===== src/led_pwm_defs.svh =====
// register offsets, field positions, reset values and timing figures
`ifndef LED_PWM_DEFS_SVH
`define LED_PWM_DEFS_SVH

`define OFS_PRIMARY_MODE 5'h00
`define OFS_SECONDARY_MODE 5'h01
`define OFS_BRIGHT_FIRST 5'h02
`define OFS_BRIGHT_LAST 5'h09
`define OFS_GROUP_DUTY 5'h0a
`define OFS_BLINK_PERIOD 5'h0b
`define OFS_STATE_LOW 5'h0c
`define OFS_STATE_HIGH 5'h0d
`define OFS_GROUP_ADDR_ONE 5'h0e
`define OFS_GROUP_ADDR_TWO 5'h0f
`define OFS_GROUP_ADDR_THREE 5'h10
`define OFS_BROADCAST_ADDR 5'h11
`define OFS_GAIN_CONFIG 5'h12
`define OFS_ERROR_FLAGS 5'h13

`define BIT_SLEEP 4
`define BIT_SUB_ONE 3
`define BIT_SUB_TWO 2
`define BIT_SUB_THREE 1
`define BIT_BROADCAST 0
`define BIT_ERR_CLEAR 7
`define BIT_GROUP_FUNC 5
`define BIT_UPDATE_TIMING 3

`define RST_PRIMARY_LOW 5'h11
`define RST_BRIGHT 8'h00
`define RST_GROUP_DUTY 8'hff
`define RST_BLINK_PERIOD 8'h00
`define RST_STATE 8'h00
`define RST_SUB_ONE 4'h9
`define RST_SUB_TWO 4'ha
`define RST_SUB_THREE 4'hc
`define RST_BROADCAST 4'h8
`define RST_GAIN 8'hff
`define RST_ERR_FLAGS 8'hff
`define ADDR_FIXED_HIGH 3'h4

`define CLK_HZ 50000000
`define IND_PWM_HZ 97000
`define DIM_HZ 190
`define BLINK_DIV 24
`define PWM_STEPS 256
`define IND_STEP_CYC (`CLK_HZ / (`IND_PWM_HZ * `PWM_STEPS))
`define DIM_STEP_CYC (`CLK_HZ / (`DIM_HZ * `PWM_STEPS))
`define BLINK_STEP_CYC (`CLK_HZ / (`BLINK_DIV * `PWM_STEPS))

`endif


===== src/led_pwm_pkg.sv =====
// types shared by the led pwm register bank
package led_pwm_pkg;

   typedef enum logic [1:0] {
      out_off = 2'b00,
      out_full = 2'b01,
      out_individual = 2'b10,
      out_group = 2'b11
   } out_state_e;

   typedef struct packed {
      logic [2:0] group_enable;
      logic broadcast_enable;
      logic [6:0] group_address_one;
      logic [6:0] group_address_two;
      logic [6:0] group_address_three;
      logic [6:0] broadcast_address;
      logic [7:0] output_gain_config;
   } addr_cfg_s;

   typedef struct packed {
      logic sleep;
      logic error_flag_clear;
      logic group_function_select;
      logic update_timing_select;
   } mode_s;

endpackage


===== src/led_pwm_group_control.sv =====
// register bank and pwm output control for an eight channel led sink driver
// Functional notes
// top three mode bits echo pointer increment flags
// sleep bit stops oscillator, resets to one
// host waits for oscillator start after wake
// sleep disables group dimming and blinking
// three group address enables, reset zero
// broadcast enable bit resets to one
// error clear bit clears flags while set
// group function bit selects dim or blink
// update timing bit: stop or acknowledge
// reserved secondary mode bits read zero
// eight 97 kHz pwm, duty value/256
// individual pwm only in states 10, 11
// dimming gates with 190 Hz group signal
// group duty value/256, only state 11
// blinking uses period and duty registers
// blink period is (value+1)/24 seconds
// output states packed four per register
// state 00 off, state 01 fully on
// group address fixed bits and defaults
// control byte gives pointer and increment
// host clears then rearms error flags
// read-only writes ignored, reads show shadow
// deferred updates applied together at stop
`timescale 1ns/1ps
`include "led_pwm_defs.svh"

module led_pwm_group_control #(
   parameter int CHANNELS = 8,
   parameter int BLINK_STEP_CYC = `BLINK_STEP_CYC
) (
   input wire logic ref_clk_in,
   input wire logic rst_n_in,
   input wire logic [4:0] reg_index_in,
   input wire logic reg_write_in,
   input wire logic [7:0] reg_wdata_in,
   input wire logic reg_read_in,
   output logic [7:0] reg_rdata_out,
   input wire logic [2:0] increment_flags_in,
   input wire logic bus_stop_in,
   input wire logic [7:0] error_status_in,
   output logic [7:0] led_sink_on_out,
   output led_pwm_pkg::mode_s mode_out,
   output led_pwm_pkg::addr_cfg_s addr_cfg_out
);

   localparam logic [15:0] IND_LAST = 16'(`IND_STEP_CYC - 1);
   localparam logic [15:0] DIM_LAST = 16'(`DIM_STEP_CYC - 1);
   localparam logic [15:0] BLINK_LAST = 16'(BLINK_STEP_CYC - 1);

   function automatic logic duty_high(input logic [7:0] phase, input logic [7:0] duty);
      duty_high = phase < duty;
   endfunction

   // mode and address state
   logic [4:0] primary_low;
   logic [7:0] secondary_mode_control;
   logic [3:0] group_address_one;
   logic [3:0] group_address_two;
   logic [3:0] group_address_three;
   logic [3:0] broadcast_address;
   logic [7:0] output_gain_config;
   logic [7:0] channel_error_flags;

   // shadow copies seen by the bus, active copies seen by the pwm
   logic [7:0] shadow_bright [CHANNELS];
   logic [7:0] active_bright [CHANNELS];
   logic [7:0] shadow_group_duty;
   logic [7:0] active_group_duty;
   logic [7:0] shadow_blink_period;
   logic [7:0] active_blink_period;
   logic [15:0] shadow_state;
   logic [15:0] active_state;

   logic sleep;
   logic update_on_ack;
   logic blink_mode;
   logic apply_pending;
   logic apply_now;

   assign sleep = primary_low[`BIT_SLEEP];
   assign update_on_ack = secondary_mode_control[`BIT_UPDATE_TIMING];
   assign blink_mode = secondary_mode_control[`BIT_GROUP_FUNC];

   // primary and secondary mode; increment bits are never stored here
   always_ff @(posedge ref_clk_in or negedge rst_n_in) begin
      if (!rst_n_in) begin
         primary_low <= `RST_PRIMARY_LOW;
         secondary_mode_control <= 8'h00;
      end else if (reg_write_in) begin
         if (reg_index_in == `OFS_PRIMARY_MODE) begin
            primary_low <= reg_wdata_in[4:0];
         end
         if (reg_index_in == `OFS_SECONDARY_MODE) begin
            secondary_mode_control <= reg_wdata_in & 8'ha8;
         end
      end
   end

   // address and gain configuration
   always_ff @(posedge ref_clk_in or negedge rst_n_in) begin
      if (!rst_n_in) begin
         group_address_one <= `RST_SUB_ONE;
         group_address_two <= `RST_SUB_TWO;
         group_address_three <= `RST_SUB_THREE;
         broadcast_address <= `RST_BROADCAST;
         output_gain_config <= `RST_GAIN;
      end else if (reg_write_in) begin
         unique case (reg_index_in)
            `OFS_GROUP_ADDR_ONE: group_address_one <= reg_wdata_in[4:1];
            `OFS_GROUP_ADDR_TWO: group_address_two <= reg_wdata_in[4:1];
            `OFS_GROUP_ADDR_THREE: group_address_three <= reg_wdata_in[4:1];
            `OFS_BROADCAST_ADDR: broadcast_address <= reg_wdata_in[4:1];
            `OFS_GAIN_CONFIG: output_gain_config <= reg_wdata_in;
            default: begin
            end
         endcase
      end
   end

   // error flags: a zero marks an error and stays until cleared
   always_ff @(posedge ref_clk_in or negedge rst_n_in) begin
      if (!rst_n_in) begin
         channel_error_flags <= `RST_ERR_FLAGS;
      end else if (secondary_mode_control[`BIT_ERR_CLEAR]) begin
         channel_error_flags <= `RST_ERR_FLAGS;
      end else begin
         channel_error_flags <= channel_error_flags & error_status_in;
      end
   end

   // shadow writes for the output-affecting registers
   always_ff @(posedge ref_clk_in or negedge rst_n_in) begin
      if (!rst_n_in) begin
         for (int i = 0; i < CHANNELS; i++) begin
            shadow_bright[i] <= `RST_BRIGHT;
         end
         shadow_group_duty <= `RST_GROUP_DUTY;
         shadow_blink_period <= `RST_BLINK_PERIOD;
         shadow_state <= {2{`RST_STATE}};
      end else if (reg_write_in) begin
         for (int i = 0; i < CHANNELS; i++) begin
            if (reg_index_in == 5'(`OFS_BRIGHT_FIRST + i)) begin
               shadow_bright[i] <= reg_wdata_in;
            end
         end
         if (reg_index_in == `OFS_GROUP_DUTY) begin
            shadow_group_duty <= reg_wdata_in;
         end
         if (reg_index_in == `OFS_BLINK_PERIOD) begin
            shadow_blink_period <= reg_wdata_in;
         end
         if (reg_index_in == `OFS_STATE_LOW) begin
            shadow_state[7:0] <= reg_wdata_in;
         end
         if (reg_index_in == `OFS_STATE_HIGH) begin
            shadow_state[15:8] <= reg_wdata_in;
         end
      end
   end

   // a write at acknowledge applies on the following cycle
   always_ff @(posedge ref_clk_in or negedge rst_n_in) begin
      if (!rst_n_in) begin
         apply_pending <= 1'b0;
      end else begin
         apply_pending <= reg_write_in && reg_index_in >= `OFS_BRIGHT_FIRST
            && reg_index_in <= `OFS_STATE_HIGH;
      end
   end

   assign apply_now = update_on_ack ? apply_pending : bus_stop_in;

   always_ff @(posedge ref_clk_in or negedge rst_n_in) begin
      if (!rst_n_in) begin
         for (int i = 0; i < CHANNELS; i++) begin
            active_bright[i] <= `RST_BRIGHT;
         end
         active_group_duty <= `RST_GROUP_DUTY;
         active_blink_period <= `RST_BLINK_PERIOD;
         active_state <= {2{`RST_STATE}};
      end else if (apply_now) begin
         for (int i = 0; i < CHANNELS; i++) begin
            active_bright[i] <= shadow_bright[i];
         end
         active_group_duty <= shadow_group_duty;
         active_blink_period <= shadow_blink_period;
         active_state <= shadow_state;
      end
   end

   // individual pwm time base
   logic [15:0] ind_div;
   logic [7:0] ind_phase;

   always_ff @(posedge ref_clk_in or negedge rst_n_in) begin
      if (!rst_n_in) begin
         ind_div <= 16'h0000;
         ind_phase <= 8'h00;
      end else if (sleep) begin
         ind_div <= 16'h0000;
         ind_phase <= 8'h00;
      end else if (ind_div == IND_LAST) begin
         ind_div <= 16'h0000;
         ind_phase <= ind_phase + 8'h01;
      end else begin
         ind_div <= ind_div + 16'h0001;
      end
   end

   // group time base: fixed 190 Hz for dimming, programmable for blinking
   logic [15:0] grp_div;
   logic [7:0] blink_sub;
   logic [7:0] grp_phase;
   logic grp_tick;

   // at or past the end, so a mode switch never strands the divider
   assign grp_tick = grp_div >= (blink_mode ? BLINK_LAST : DIM_LAST);

   always_ff @(posedge ref_clk_in or negedge rst_n_in) begin
      if (!rst_n_in) begin
         grp_div <= 16'h0000;
         blink_sub <= 8'h00;
         grp_phase <= 8'h00;
      end else if (sleep) begin
         grp_div <= 16'h0000;
         blink_sub <= 8'h00;
         grp_phase <= 8'h00;
      end else if (grp_tick) begin
         grp_div <= 16'h0000;
         if (!blink_mode) begin
            grp_phase <= grp_phase + 8'h01;
         end else if (blink_sub >= active_blink_period) begin
            blink_sub <= 8'h00;
            grp_phase <= grp_phase + 8'h01;
         end else begin
            blink_sub <= blink_sub + 8'h01;
         end
      end else begin
         grp_div <= grp_div + 16'h0001;
      end
   end

   // per channel output decision
   logic group_on;

   assign group_on = !sleep && duty_high(grp_phase, active_group_duty);

   always_ff @(posedge ref_clk_in or negedge rst_n_in) begin
      if (!rst_n_in) begin
         led_sink_on_out <= 8'h00;
      end else begin
         for (int i = 0; i < CHANNELS; i++) begin
            unique case (led_pwm_pkg::out_state_e'(active_state[2*i +: 2]))
               led_pwm_pkg::out_off: led_sink_on_out[i] <= 1'b0;
               led_pwm_pkg::out_full: led_sink_on_out[i] <= 1'b1;
               led_pwm_pkg::out_individual: led_sink_on_out[i] <= !sleep
                  && duty_high(ind_phase, active_bright[i]);
               led_pwm_pkg::out_group: led_sink_on_out[i] <= group_on
                  && duty_high(ind_phase, active_bright[i]);
            endcase
         end
      end
   end

   // register read port, data one cycle after the strobe
   always_ff @(posedge ref_clk_in or negedge rst_n_in) begin
      if (!rst_n_in) begin
         reg_rdata_out <= 8'h00;
      end else if (reg_read_in) begin
         reg_rdata_out <= 8'h00;
         unique case (reg_index_in)
            `OFS_PRIMARY_MODE: reg_rdata_out <= {increment_flags_in, primary_low};
            `OFS_SECONDARY_MODE: reg_rdata_out <= secondary_mode_control;
            `OFS_GROUP_DUTY: reg_rdata_out <= shadow_group_duty;
            `OFS_BLINK_PERIOD: reg_rdata_out <= shadow_blink_period;
            `OFS_STATE_LOW: reg_rdata_out <= shadow_state[7:0];
            `OFS_STATE_HIGH: reg_rdata_out <= shadow_state[15:8];
            `OFS_GROUP_ADDR_ONE: reg_rdata_out <= {`ADDR_FIXED_HIGH, group_address_one, 1'b0};
            `OFS_GROUP_ADDR_TWO: reg_rdata_out <= {`ADDR_FIXED_HIGH, group_address_two, 1'b0};
            `OFS_GROUP_ADDR_THREE: reg_rdata_out <= {`ADDR_FIXED_HIGH, group_address_three, 1'b0};
            `OFS_BROADCAST_ADDR: reg_rdata_out <= {`ADDR_FIXED_HIGH, broadcast_address, 1'b0};
            `OFS_GAIN_CONFIG: reg_rdata_out <= output_gain_config;
            `OFS_ERROR_FLAGS: reg_rdata_out <= channel_error_flags;
            default: begin
               for (int i = 0; i < CHANNELS; i++) begin
                  if (reg_index_in == 5'(`OFS_BRIGHT_FIRST + i)) begin
                     reg_rdata_out <= shadow_bright[i];
                  end
               end
            end
         endcase
      end
   end

   // configuration seen by the address matcher and analog side
   always_comb begin
      mode_out.sleep = sleep;
      mode_out.error_flag_clear = secondary_mode_control[`BIT_ERR_CLEAR];
      mode_out.group_function_select = blink_mode;
      mode_out.update_timing_select = update_on_ack;
      addr_cfg_out.group_enable = {primary_low[`BIT_SUB_ONE], primary_low[`BIT_SUB_TWO],
         primary_low[`BIT_SUB_THREE]};
      addr_cfg_out.broadcast_enable = primary_low[`BIT_BROADCAST];
      addr_cfg_out.group_address_one = {`ADDR_FIXED_HIGH, group_address_one};
      addr_cfg_out.group_address_two = {`ADDR_FIXED_HIGH, group_address_two};
      addr_cfg_out.group_address_three = {`ADDR_FIXED_HIGH, group_address_three};
      addr_cfg_out.broadcast_address = {`ADDR_FIXED_HIGH, broadcast_address};
      addr_cfg_out.output_gain_config = output_gain_config;
   end

endmodule


===== config.mk =====
export PLATFORM = sky130hd
export DESIGN_NAME = led_pwm_group_control
export DESIGN_NICKNAME = d
export VERILOG_FILES = /design/src/led_pwm_pkg.sv /design/src/led_pwm_group_control.sv
export VERILOG_INCLUDE_DIRS = /design/src /design/src/src
export SDC_FILE = /design/constraint.sdc
export NUM_CORES = 1
export LEC_CHECK = 0
export ABC_AREA = 1
export CAP_MARGIN = 20
export CORE_ASPECT_RATIO = 0.9
export CORE_MARGIN = 3
export CORE_UTILIZATION = 65
export CTS_CLUSTER_SIZE = 25
export DETAILED_ROUTE_END_ITERATION = 10
export DONT_BUFFER_PORTS = 1
export PLACE_DENSITY = 0.79
export SLEW_MARGIN = 5
export SYNTH_ARGS = -nofsm -noshare
export SYNTH_HDL_FRONTEND = slang
export SYNTH_SLANG_ARGS = --single-unit
export TNS_END_PERCENT = 5

===== constraint.sdc =====
create_clock -name ref_clk_in -period 5.5 [get_ports ref_clk_in]
set_clock_uncertainty 0.2 [all_clocks]
set_input_delay 1.1 -clock ref_clk_in [delete_from_list [all_inputs] [get_ports ref_clk_in]]
set_output_delay 1.1 -clock ref_clk_in [all_outputs]
set_load 0.1 [all_outputs]

==> results.md, run 1 <==
* Outcome: finished clean
* Mapped Area at approximately 15,000 sq um
* Initial Util at 0.6750
* #FFs+latches synth at 305
* DRC Markers at 0
* Routed vias at 12,790
* PostCTS Resize Cnt at 0
* Critical path's most frequent cell: nand2_1
* Post-CTS Hold Fix Bufs at 0
* Num rows at 52
* PD cells at about 440 nW/um^2
* WS Path Type: flip-flop to flip-flop
* Ys Warns at 0
* Number of global-route vias before repair at between 10,000 and 15,000
* R2r endpoint: grp_phase[6]$_DFFE_PN0P_
* Worst slew pin tran at 1064 ps
* Ratio of cells with drive above 1 in the final layout at 0.07413
* Clk sinks at slightly above 300
* Fraction of registers with async set/reset at 1.000
* Setup Buffers After CTS at 0
* Arrival time worst endpoint at 3500 ps
* Setup violators final at 0
* Worst IR Drop VDD at 0.4310 mV
* CTS tree: done
* Depth of the CTS H-tree at 1
* Peak Freq at 309.0 MHz
* Crit start category: flip-flop
* CTS max path bufs at 3
* Fin area at 16,600 sq um
* Clock Latency Late Sink at 570 ps
* Crit Path Max Fanout at 16
* Setup crit end: grp_phase[6]$_DFFE_PN0P_
* Synth unique cells at 36
* Crit share post-route at 0.5884
* Largest net degree at the start of global routing at around 300
* CTS root buffer: clkbuf_16
* Number of enable flip-flop cells after synthesis at 0
* Delay-heaviest family, CP: flip-flops
* ANT cells at 0
* Fill cell count at 1,783
* Setup slack, reg-to-reg at 2260 ps
* Origin of the worst setup path: primary_low[4]$_DFFE_PN1P_
* Placer congestion estimate at 0.9159
* Dominant synthesized flop cell: dfrtp_1
* Placed inst area at 15,600 sq um
* DP Wirelength at 26,610 microns
* Met3 Use GR at 0.06511
* Total Neg Setup Slack at 0 ps
* I/O pins at 89
* Mean routed wirelength per cell at 17.99 microns
* P_leak at 0.008030 uW
* RR Startpoint: primary_low[4]$_DFFE_PN1P_
* DRT Pass-1 Iters at 6
* Core ar. at 22,900 sq um
* Fin crit period at 3236 ps
* Final Net Count at 1,993
* Crit path depth at 6
* Final hold viol count at 0
* Largest area contributor in the netlist: dfrtp_1
* Min-Delay Path Class: primary input to asynchronous set/reset pin
* Die area at 25,670 sq um
* GR Util met1 at 0.4681
* R2R depth at 6
* Max-cap check violation count at 0
* Worst path max stage delay at just under 1000 ps
* IO Port Bufs at 0
* Avg Inst Size Synth at a little over 8 sq um
* GRT overflow at 0
* CP cell instances: clkinv_1 -> nand4_1 -> buf_4 -> nand2_1 -> nand2_1 -> nand2_1
* Clock transition at path regs at 60 ps
* Unrepaired setup endpoints after global routing: no
* Slew headroom at 0.2910
* Cts bufs inserted at 31
* Synthesized instance count at around 1,900
* DRT iter0 DRCs at 1,501
* First-pass GRT wire length at 64,490 microns
* Worst EP required at 5760 ps
* Busiest layer in global routing: met1
* Met2 GRT Util at 0.4540
* GRT Total Usage at 0.3097
* CP Buf/Inv Count at 2
* Die Wd at 168.6 microns
* Max stage delay cell, worst path: dfstp_2
* Synth top area share at 0.4274
* Remaining antenna violation count after routing at 0
* Die Span Y at ~150 microns
* Critical path capture point type: flip-flop
* Vias per cell at around 5.8
* Drt total wl at approximately 40,000 microns
* Initial antenna violation count at 0
* Top cells by area, synth: dfrtp_1, nand2_1, dfstp_2
* Area delta synth->final at 7.414%
* Final Slew Violations at 0
* Sequential fraction of the synthesis area at 0.4970
## worst reg2reg max path, stage by stage, from the launching register on
cell and delay (ps):
dfstp_2 990, clkinv_1 650, nand4_1 590, buf_4 310
nand2_1 210, nand2_1 130, nand2_1 60
## sequential cells by signal, indices dropped and copies added (netlist names), 16 cells and up
register / count
grp_div: 16
shadow_state: 16
shadow_bright: 64
active_state: 16
active_bright: 64
ind_div: 16
## area by class of cell
cell class | instances | area, sq um | area share
tap | 297 | 371.6 | 0.02238
multi-input combinational | 1332 | 6745 | 0.4062
sequential | 305 | 7684 | 0.4627
timing repair buffer | 7 | 50.05 | 0.003014
clock buffer | 49 | 903.4 | 0.05440
clock inverter | 8 | 96.34 | 0.005802
inverter | 201 | 754.5 | 0.04544
## per-stage QoR
| stage | setup slack (ps) | hold WS, ps | power (uW) | utilization | std cells |
|---|---|---|---|---|---|
| final | 2264 | 41.24 | 7385 | 0.7250 | 2199 |
| after global routing | 2040 | 24.66 | 7811 | 0.7250 | 2199 |
| after CTS | 2298 | 25.26 | 7377 | 0.7248 | 2198 |
| after detailed placement | 2165 | 245.5 | 5284 | 0.6812 | 2141 |
| after global placement | 2165 | 238.7 | 5200 | 0.6812 | 2141 |
| after floorplan | 2518 | 234.7 | 4783 | - | 1907 |
## Yosys cell counts (all sizes together), types with 14 or more instances
cell	number
nor3	18
inv	198
dfstp	41
nand4	36
ha	86
dfrtp	264
buf	28
o21ai	244
nand2	595
clkbuf	41
a21oi	46
nand3	95
nor2	138
xor2	14
## layout by cell type, fill, tap and decap left out, drive strengths merged
master / n
or2: 7
clkbuf: 50
bufinv: 2
o21bai: 1
a31oi: 1
nand4: 36
o21a: 3
nand3b: 4
nor3: 18
a21oi: 46
nor3b: 1
nor2: 138
clkinvlp: 1
mux2: 9
xor2: 14
ha: 86
xnor2: 4
nand3: 95
conb: 14
inv: 199
clkinv: 7
and3: 3
dfstp: 41
nor4: 5
buf: 6
dfrtp: 264
o21ai: 244
nand2: 595
a2111oi: 8
## cell families (layout without fill, tap and decap cells)
| logic type | Yosys count | count (layout) | synth area share |
|---|---|---|---|
| AO/OA/AOI/OAI | 303 | 303 | 0.1008 |
| XOR/XNOR | 18 | 18 | 0.01020 |
| adder cells (fa/ha/maj) | 86 | 86 | 0.06961 |
| buffers and inverters | 270 | 265 | 0.06977 |
| flip-flops | 305 | 305 | 0.4970 |
| multiplexers | 9 | 9 | 0.006556 |
| other | 2 | 14 | 0.0004858 |
| AND/OR/NAND/NOR | 902 | 902 | 0.2456 |
## report_power, final
| group | internal [uW] | switching, uW | total, uW |
|---|---|---|---|
| registers | 2740 | 979 | 3720 |
| clock network | 1210 | 874 | 2090 |
| logic | 568 | 1010 | 1580 |
## metal layers
layer  wire length (microns)  part of all wire  up-vias
met5                       0                 0        -
met2                   16830              0.43      571
met3                    3987              0.10       92
met4                    1184             0.030        0
met1                   17560              0.44     6048
li1                        -                 -     6077
## how the worst min path moves through the flow
stage / startpoint / slack (ps) / cells after the start / endpoint
finish: rst_n_in / 40 / 0 / active_bright[35]$_DFFE_PN0P_
global route: rst_n_in / 20 / 0 / active_bright[34]$_DFFE_PN0P_
CTS: rst_n_in / 30 / 0 / shadow_bright[57]$_DFFE_PN0P_
detailed placement: channel_error_flags[1]$_DFF_PN1_ / 250 / 2 / channel_error_flags[1]$_DFF_PN1_
global placement: channel_error_flags[3]$_DFF_PN1_ / 240 / 2 / channel_error_flags[3]$_DFF_PN1_
floorplan: channel_error_flags[0]$_DFF_PN1_ / 230 / 2 / channel_error_flags[0]$_DFF_PN1_
(Power assumes the default switching activity.)
==> run 2: changes to the inputs <==
--- a/config.mk
+++ b/config.mk
@@ -10,11 +10,11 @@
 export CAP_MARGIN = 20
 export CORE_ASPECT_RATIO = 0.9
 export CORE_MARGIN = 3
-export CORE_UTILIZATION = 65
+export CORE_UTILIZATION = 58
 export CTS_CLUSTER_SIZE = 25
 export DETAILED_ROUTE_END_ITERATION = 10
 export DONT_BUFFER_PORTS = 1
-export PLACE_DENSITY = 0.79
+export PLACE_DENSITY = 0.74
 export SLEW_MARGIN = 5
 export SYNTH_ARGS = -nofsm -noshare
 export SYNTH_HDL_FRONTEND = slang
==> constraint.sdc (replaced) <==
create_clock -name ref_clk_in -period 2.7 [get_ports ref_clk_in]
set_clock_uncertainty 0.2 [all_clocks]
set_input_delay 0.54 -clock ref_clk_in [delete_from_list [all_inputs] [get_ports ref_clk_in]]
set_output_delay 0.54 -clock ref_clk_in [all_outputs]
set_load 0.1 [all_outputs]
==> run 2 against run 1 <==
- the flow now finishes with violations (hold timing)
- total power increased by 110%
- sequential cell count did not move
- critical endpoint is now reg_rdata_out[0]
- sequential share of layout area fell by 1.7 points
- worst hold slack got worse by 550 ps
- die area rose by 12%
- first-iteration DRC count fell by 36%
- routed wire length up 4.8%
- critical path depth fell by 6
==> results.md, run 2 (same netlist as run 1, synthesis figures left out) <==
* Post-CTS Hold Fix Bufs at 11
* Final Slew Violations at 0
* Total Neg Setup Slack at 0 ps
* Pint at 9655 uW
* DP Wirelength at 28,850 microns
* Initial antenna violation count at 0
* Psw at 5960 uW
* Die area at approximately 29,000 sq um
* Number of global-route vias before repair at 12,520
* Depth of the CTS H-tree at 1
* WS Path Type: flip-flop to primary output
* Final Net Count at 2,050
* First-pass GRT wire length at 67,150 microns
* Clock Latency Late Sink at 560 ps
* Post-layout power at about 16,000 uW
* Clock transition at path regs at around 60 ps
* R2R depth at 8
* DRC Markers at 0
* R2r endpoint: grp_phase[4]$_DFFE_PN0P_
* Worst slew pin tran at approximately 1000 ps
* Worst EP required at 1960 ps
* Crit share post-route at 0.8516
* Ratio of cells with drive above 1 in the final layout at 0.1001
* Clock Power Share at 0.288
* CTS root buffer: clkbuf_16
* Vias per cell at 5.593
* Fin crit period at ~2300 ps
* Area delta synth->final at 11.46%
* Remaining antenna violation count after routing at 0
* Final hold viol count at 305
* Peak Freq at 434.9 MHz
* IO Port Bufs at 0
* Commonest non-fill, non-tap cell in the layout: nand2_1
* Clk sinks at around 310
* Slew headroom at 0.3342
* Sw Ratio at 0.3817
* Worst IR Drop VDD at 0.8227 mV
* ANT cells at 0
* Fin area at 17,230 sq um
* Fill cell count at 2,106
* Max-cap check violation count at 0
* P_leak at approximately 0.0084 uW
* Placer congestion estimate at 0.9118
* Setup Buffers After CTS at 0
* Placed inst area at 16,050 sq um
* PostCTS Resize Cnt at 0
* CTS max path bufs at 3
* Largest net degree at the start of global routing at between 300 and 400
* Arrival time worst endpoint at 1560 ps
* Mean routed wirelength per cell at 17.98 microns
* GRT overflow at 0
* Drt total wl at 41,470 microns
* Core ar. at 26,140 sq um
* Routed vias at ~13,000
* Crit Path Max Fanout at 2
* Largest regs: active_bright (64), shadow_bright (64)
* Setup slack, reg-to-reg at 410 ps
* Cts bufs inserted at 30
* CTS tree: done
* Comb power frac at 0.277
* Die Span Y at between 150 and 200 microns
* Num rows at 56
* Most frequent cells in the layout: nand2_1, dfrtp_1, o21ai_0
* Min-Delay Path Class: primary input to asynchronous set/reset pin
* Setup violators final at 0
* Initial Util at 0.5915
* PD cells at 906.3 nW/um^2
* GRT Total Usage at 0.2967
* Crit start category: flip-flop
* RR Startpoint: blink_sub[3]$_DFFE_PN0P_
* Unrepaired setup endpoints after global routing: no
* I/O pins at 89
* Outcome: finished with violations
* Critical path capture point type: primary output
* Hold Worst Slack at -509.1 ps
* Failing checks: hold timing
* Die Wd at 178.1 microns
* Flop pwr share at 0.435
* DRT iter0 DRCs at 968
* DRT Pass-1 Iters at 5
==> run 2: cell types whose count changed in the layout (fill, tap and decap cells not counted), sizes merged <==
cell / delta
buf: +48
clkbuf: -11
dlygate4sd3: +11
clkinv: +4
bufinv: +3
clkinvlp: +1
==> run 2: layout make-up <==
cell class,count,area (sq um),share of cell area
Clock inverter,16,214.0,0.01242
Multi-Input combinational cell,1332,6745,0.3915
Clock buffer,39,855.8,0.04967
Tap cell,348,435.4,0.02527
Timing Repair Buffer,65,540.5,0.03137
Sequential cell,305,7685,0.4460
Inverter,201,754.5,0.04379
==> run 2: power groups by stage <==
stage / registers (uW) / clock network [uW] / logic, uW
2_1_floorplan: 7270 / 0 / 2480
3_3_place_gp: 6810 / 0 / 4130
3_5_place_dp: 6840 / 0 / 4280
4_1_cts: 6770 / 4550 / 4320
5_1_grt: 6890 / 4730 / 4920
6_report: 6790 / 4500 / 4330
==> run 2: stage by stage <==
step,utilization,std cells,setup slack (ps)
final,0.6593,2306,400.6
after global routing,0.6593,2306,143.3
after CTS,0.6593,2306,396.0
after detailed placement,0.6141,2240,398.0
after global placement,0.6141,2240,397.4
after floorplan,-,1907,96.17
==> run 2: worst max path at each step <==
| stage | startpoint | to | slack, ps | depth (start not counted) |
|---|---|---|---|---|
| floorplan | secondary_mode_control[5]$_DFFE_PN0P_ | grp_phase[7]$_DFFE_PN0P_ | 100 | 10 |
| detailed placement | reg_index_in[2] | reg_rdata_out[3]$_DFFE_PN0P_ | 400 | 10 |
| finish | reg_rdata_out[0]$_DFFE_PN0P_ | reg_rdata_out[0] | 400 | 0 |
| global route | blink_sub[3]$_DFFE_PN0P_ | grp_phase[7]$_DFFE_PN0P_ | 140 | 8 |
| CTS | reg_rdata_out[0]$_DFFE_PN0P_ | reg_rdata_out[0] | 400 | 0 |
| global placement | reg_index_in[2] | reg_rdata_out[3]$_DFFE_PN0P_ | 400 | 10 |
==> run 2: metal layers <==
metal | up-vias | wire [microns] | GRT usage
met5 | - | 0 | 0
met4 | 0 | 1158 | 0.08101
met3 | 66 | 4208 | 0.08274
met2 | 490 | 17790 | 0.4368
met1 | 6149 | 18310 | 0.4343
li1 | 6193 | - | -
==> run 3: changes to the inputs <==
--- a/config.mk
+++ b/config.mk
@@ -8,7 +8,6 @@
 export LEC_CHECK = 0
 export ABC_AREA = 1
 export CAP_MARGIN = 20
-export CORE_ASPECT_RATIO = 0.9
 export CORE_MARGIN = 3
 export CORE_UTILIZATION = 58
 export CTS_CLUSTER_SIZE = 25
==> run 3 against run 2 <==
- the flow still finishes with violations (hold timing)
- register-to-register slack about the same
- global-route usage shrank 0.73 points
- sequential cell count unchanged
- total power grew 1.6%
- sequential share of layout area fell by 0.16 points
- final area is 0.36% higher
- cell count fell by 0.30%
- count of clock-buffer cells in the layout increased by 12
- critical path depth grew 5
- routed wire length is 2.0% lower
- critical path type is now flip-flop to flip-flop
- largest cell class unchanged
- largest power group unchanged
==> results.md, run 3 (same netlist as run 1, synthesis figures left out) <==
* Outcome: finished with violations
* Failing checks: hold timing
* RR Startpoint: primary_low[4]$_DFFE_PN1P_
* DRC Markers at 0
* Die area at 28,650 sq um
* Hold Worst Slack at -478.0 ps
* Worst slew pin tran at 1040 ps
* Worst IR Drop VDD at 0.6741 mV
* Max stage delay cell, worst path: dfstp_2
* Worst path max stage delay at 690 ps
* Setup violators final at 0
* Die Span Y at 169.3 microns
* Die Wd at 169.3 microns
* Commonest non-fill, non-tap cell in the layout: nand2_1
* GRT Total Usage at 0.2894
* ANT cells at 0
* Clk sinks at approximately 310
* DRT Pass-1 Iters at 8
* Initial antenna violation count at 0
* PD cells at a little over 900 nW/um^2
* IO Port Bufs at 0
* Largest regs: active_bright (64), shadow_bright (64)
* Core ar. at about 26,000 sq um
* CTS root buffer: clkbuf_16
* Crit start category: flip-flop
* GRT overflow at 0
* Total Neg Setup Slack at 0 ps
* CP cell instances: clkinv_1 -> nand2_1 -> nand2_1 -> nand2_1 -> nand2_1
* Clock Latency Late Sink at 520 ps
* Critical path's most frequent cell: nand2_1
* R2R depth at 5
* Setup Buffers After CTS at 0
* Fill cell count at 2,182
* CTS tree: done
* Area delta synth->final at 11.87%
* DP Wirelength at 27,750 microns
* Initial Util at 0.5915
* Post-CTS Hold Fix Bufs at 11
* Placer congestion estimate at 0.9258
* Final Net Count at 2,053
* First-pass GRT wire length at 66,160 microns
* R2r endpoint: blink_sub[5]$_DFFE_PN0P_
* Final hold viol count at 264
* Setup slack, reg-to-reg at 400 ps
* Depth of the CTS H-tree at 2
* Peak Freq at 433.9 MHz
* Drt total wl at 40,640 microns
* Unrepaired setup endpoints after global routing: no
* Routed vias at 12,920
* Worst EP required at 2900 ps
* Number of global-route vias before repair at 12,560
* CTS max path bufs at 3
* Clock transition at path regs at roughly 60 ps
* Critical path capture point type: flip-flop
* Vias per cell at between 5 and 6
* Most frequent cells in the layout: nand2_1, dfrtp_1, o21ai_0
* Dpl ws at 379.0 ps
* Mean routed wirelength per cell at 17.68 microns
* Remaining antenna violation count after routing at 0
* Fin crit period at ~2300 ps
* Min setup slack post-route at 395.4 ps
* P_leak at ~0.0084 uW
* Crit Path Max Fanout at 15
* Num rows at 59
* Final Slew Violations at 0
* DRT iter0 DRCs at about 1,200
* Largest net degree at the start of global routing at 306
* Crit share post-route at 0.8535
* Cts bufs inserted at 34
* Min-Delay Path Class: primary input to asynchronous set/reset pin
* WS Path Type: flip-flop to flip-flop
* Arrival time worst endpoint at 2500 ps
* Slew headroom at 0.3069
* PostCTS Resize Cnt at 0
* Ratio of cells with drive above 1 in the final layout at 0.1008
* I/O pins at 89
* Max-cap check violation count at 0
## run 3: cell count changes in the layout (fill, tap and decap cells not counted)
cell and change:
clkbuf_16 +6, bufinv_16 -3, clkbuf_8 +2, inv_6 -1, buf_4 -1, clkinvlp_4 -1, clkbuf_1 +4
## run 3: worst max-delay path, delay by kind of cell, from the launching register on
kind | cells | cell delay [ps]
buffers and inverters | 1 | 450
DFF | 1 | 690
and+or+nand+nor | 4 | 850
## run 3: layout make-up
cell class | count | area, sq um | share of cell area
flip-flops and latches | 305 | 7685 | 0.4444
clock buffers | 51 | 1049 | 0.06063
inverters | 201 | 754.5 | 0.04363
repair buffers | 64 | 533.0 | 0.03082
clock inverters | 11 | 107.6 | 0.006222
multi-input cells | 1332 | 6745 | 0.3901
well taps | 335 | 419.2 | 0.02424
## run 3: routing by layer
metal,routed length [microns],global-route usage
met5,0,0
met1,17830,0.4153
met3,4009,0.07617
met2,17800,0.4407
met4,1003,0.08037
## run 3: worst max path at each step
stage                                                     start                         end  depth (start not counted)  slack [ps]
after floorplan           secondary_mode_control[5]$_DFFE_PN0P_    grp_phase[7]$_DFFE_PN0P_                         10         100
after detailed placement                        reg_index_in[4]  primary_low[3]$_DFFE_PN0P_                          5         380
after CTS                            primary_low[4]$_DFFE_PN1P_    blink_sub[5]$_DFFE_PN0P_                          5         400
after global placement                          reg_index_in[4]  primary_low[4]$_DFFE_PN1P_                          5         430
after global routing      secondary_mode_control[5]$_DFFE_PN0P_    grp_phase[7]$_DFFE_PN0P_                         13         190
final                                primary_low[4]$_DFFE_PN1P_    blink_sub[5]$_DFFE_PN0P_                          5         400
## run 3: power breakdown
group	internal [uW]	switching [uW]	total [uW]
clock	2880	1870	4750
combinational	1380	3030	4410
sequential	5590	1120	6710
## run 3: metrics by stage
stage,instance area (sq um),hold WS [ps],instances,power [uW],util
after floorplan,15500,44.41,1907,9743,-
after global placement,16030,61.26,2226,10940,0.6133
after detailed placement,16030,62.43,2226,11130,0.6133
after CTS,17290,-477.8,2299,15900,0.6617
after global routing,17290,-491.2,2299,16790,0.6617
final,17290,-478.0,2299,15870,0.6617
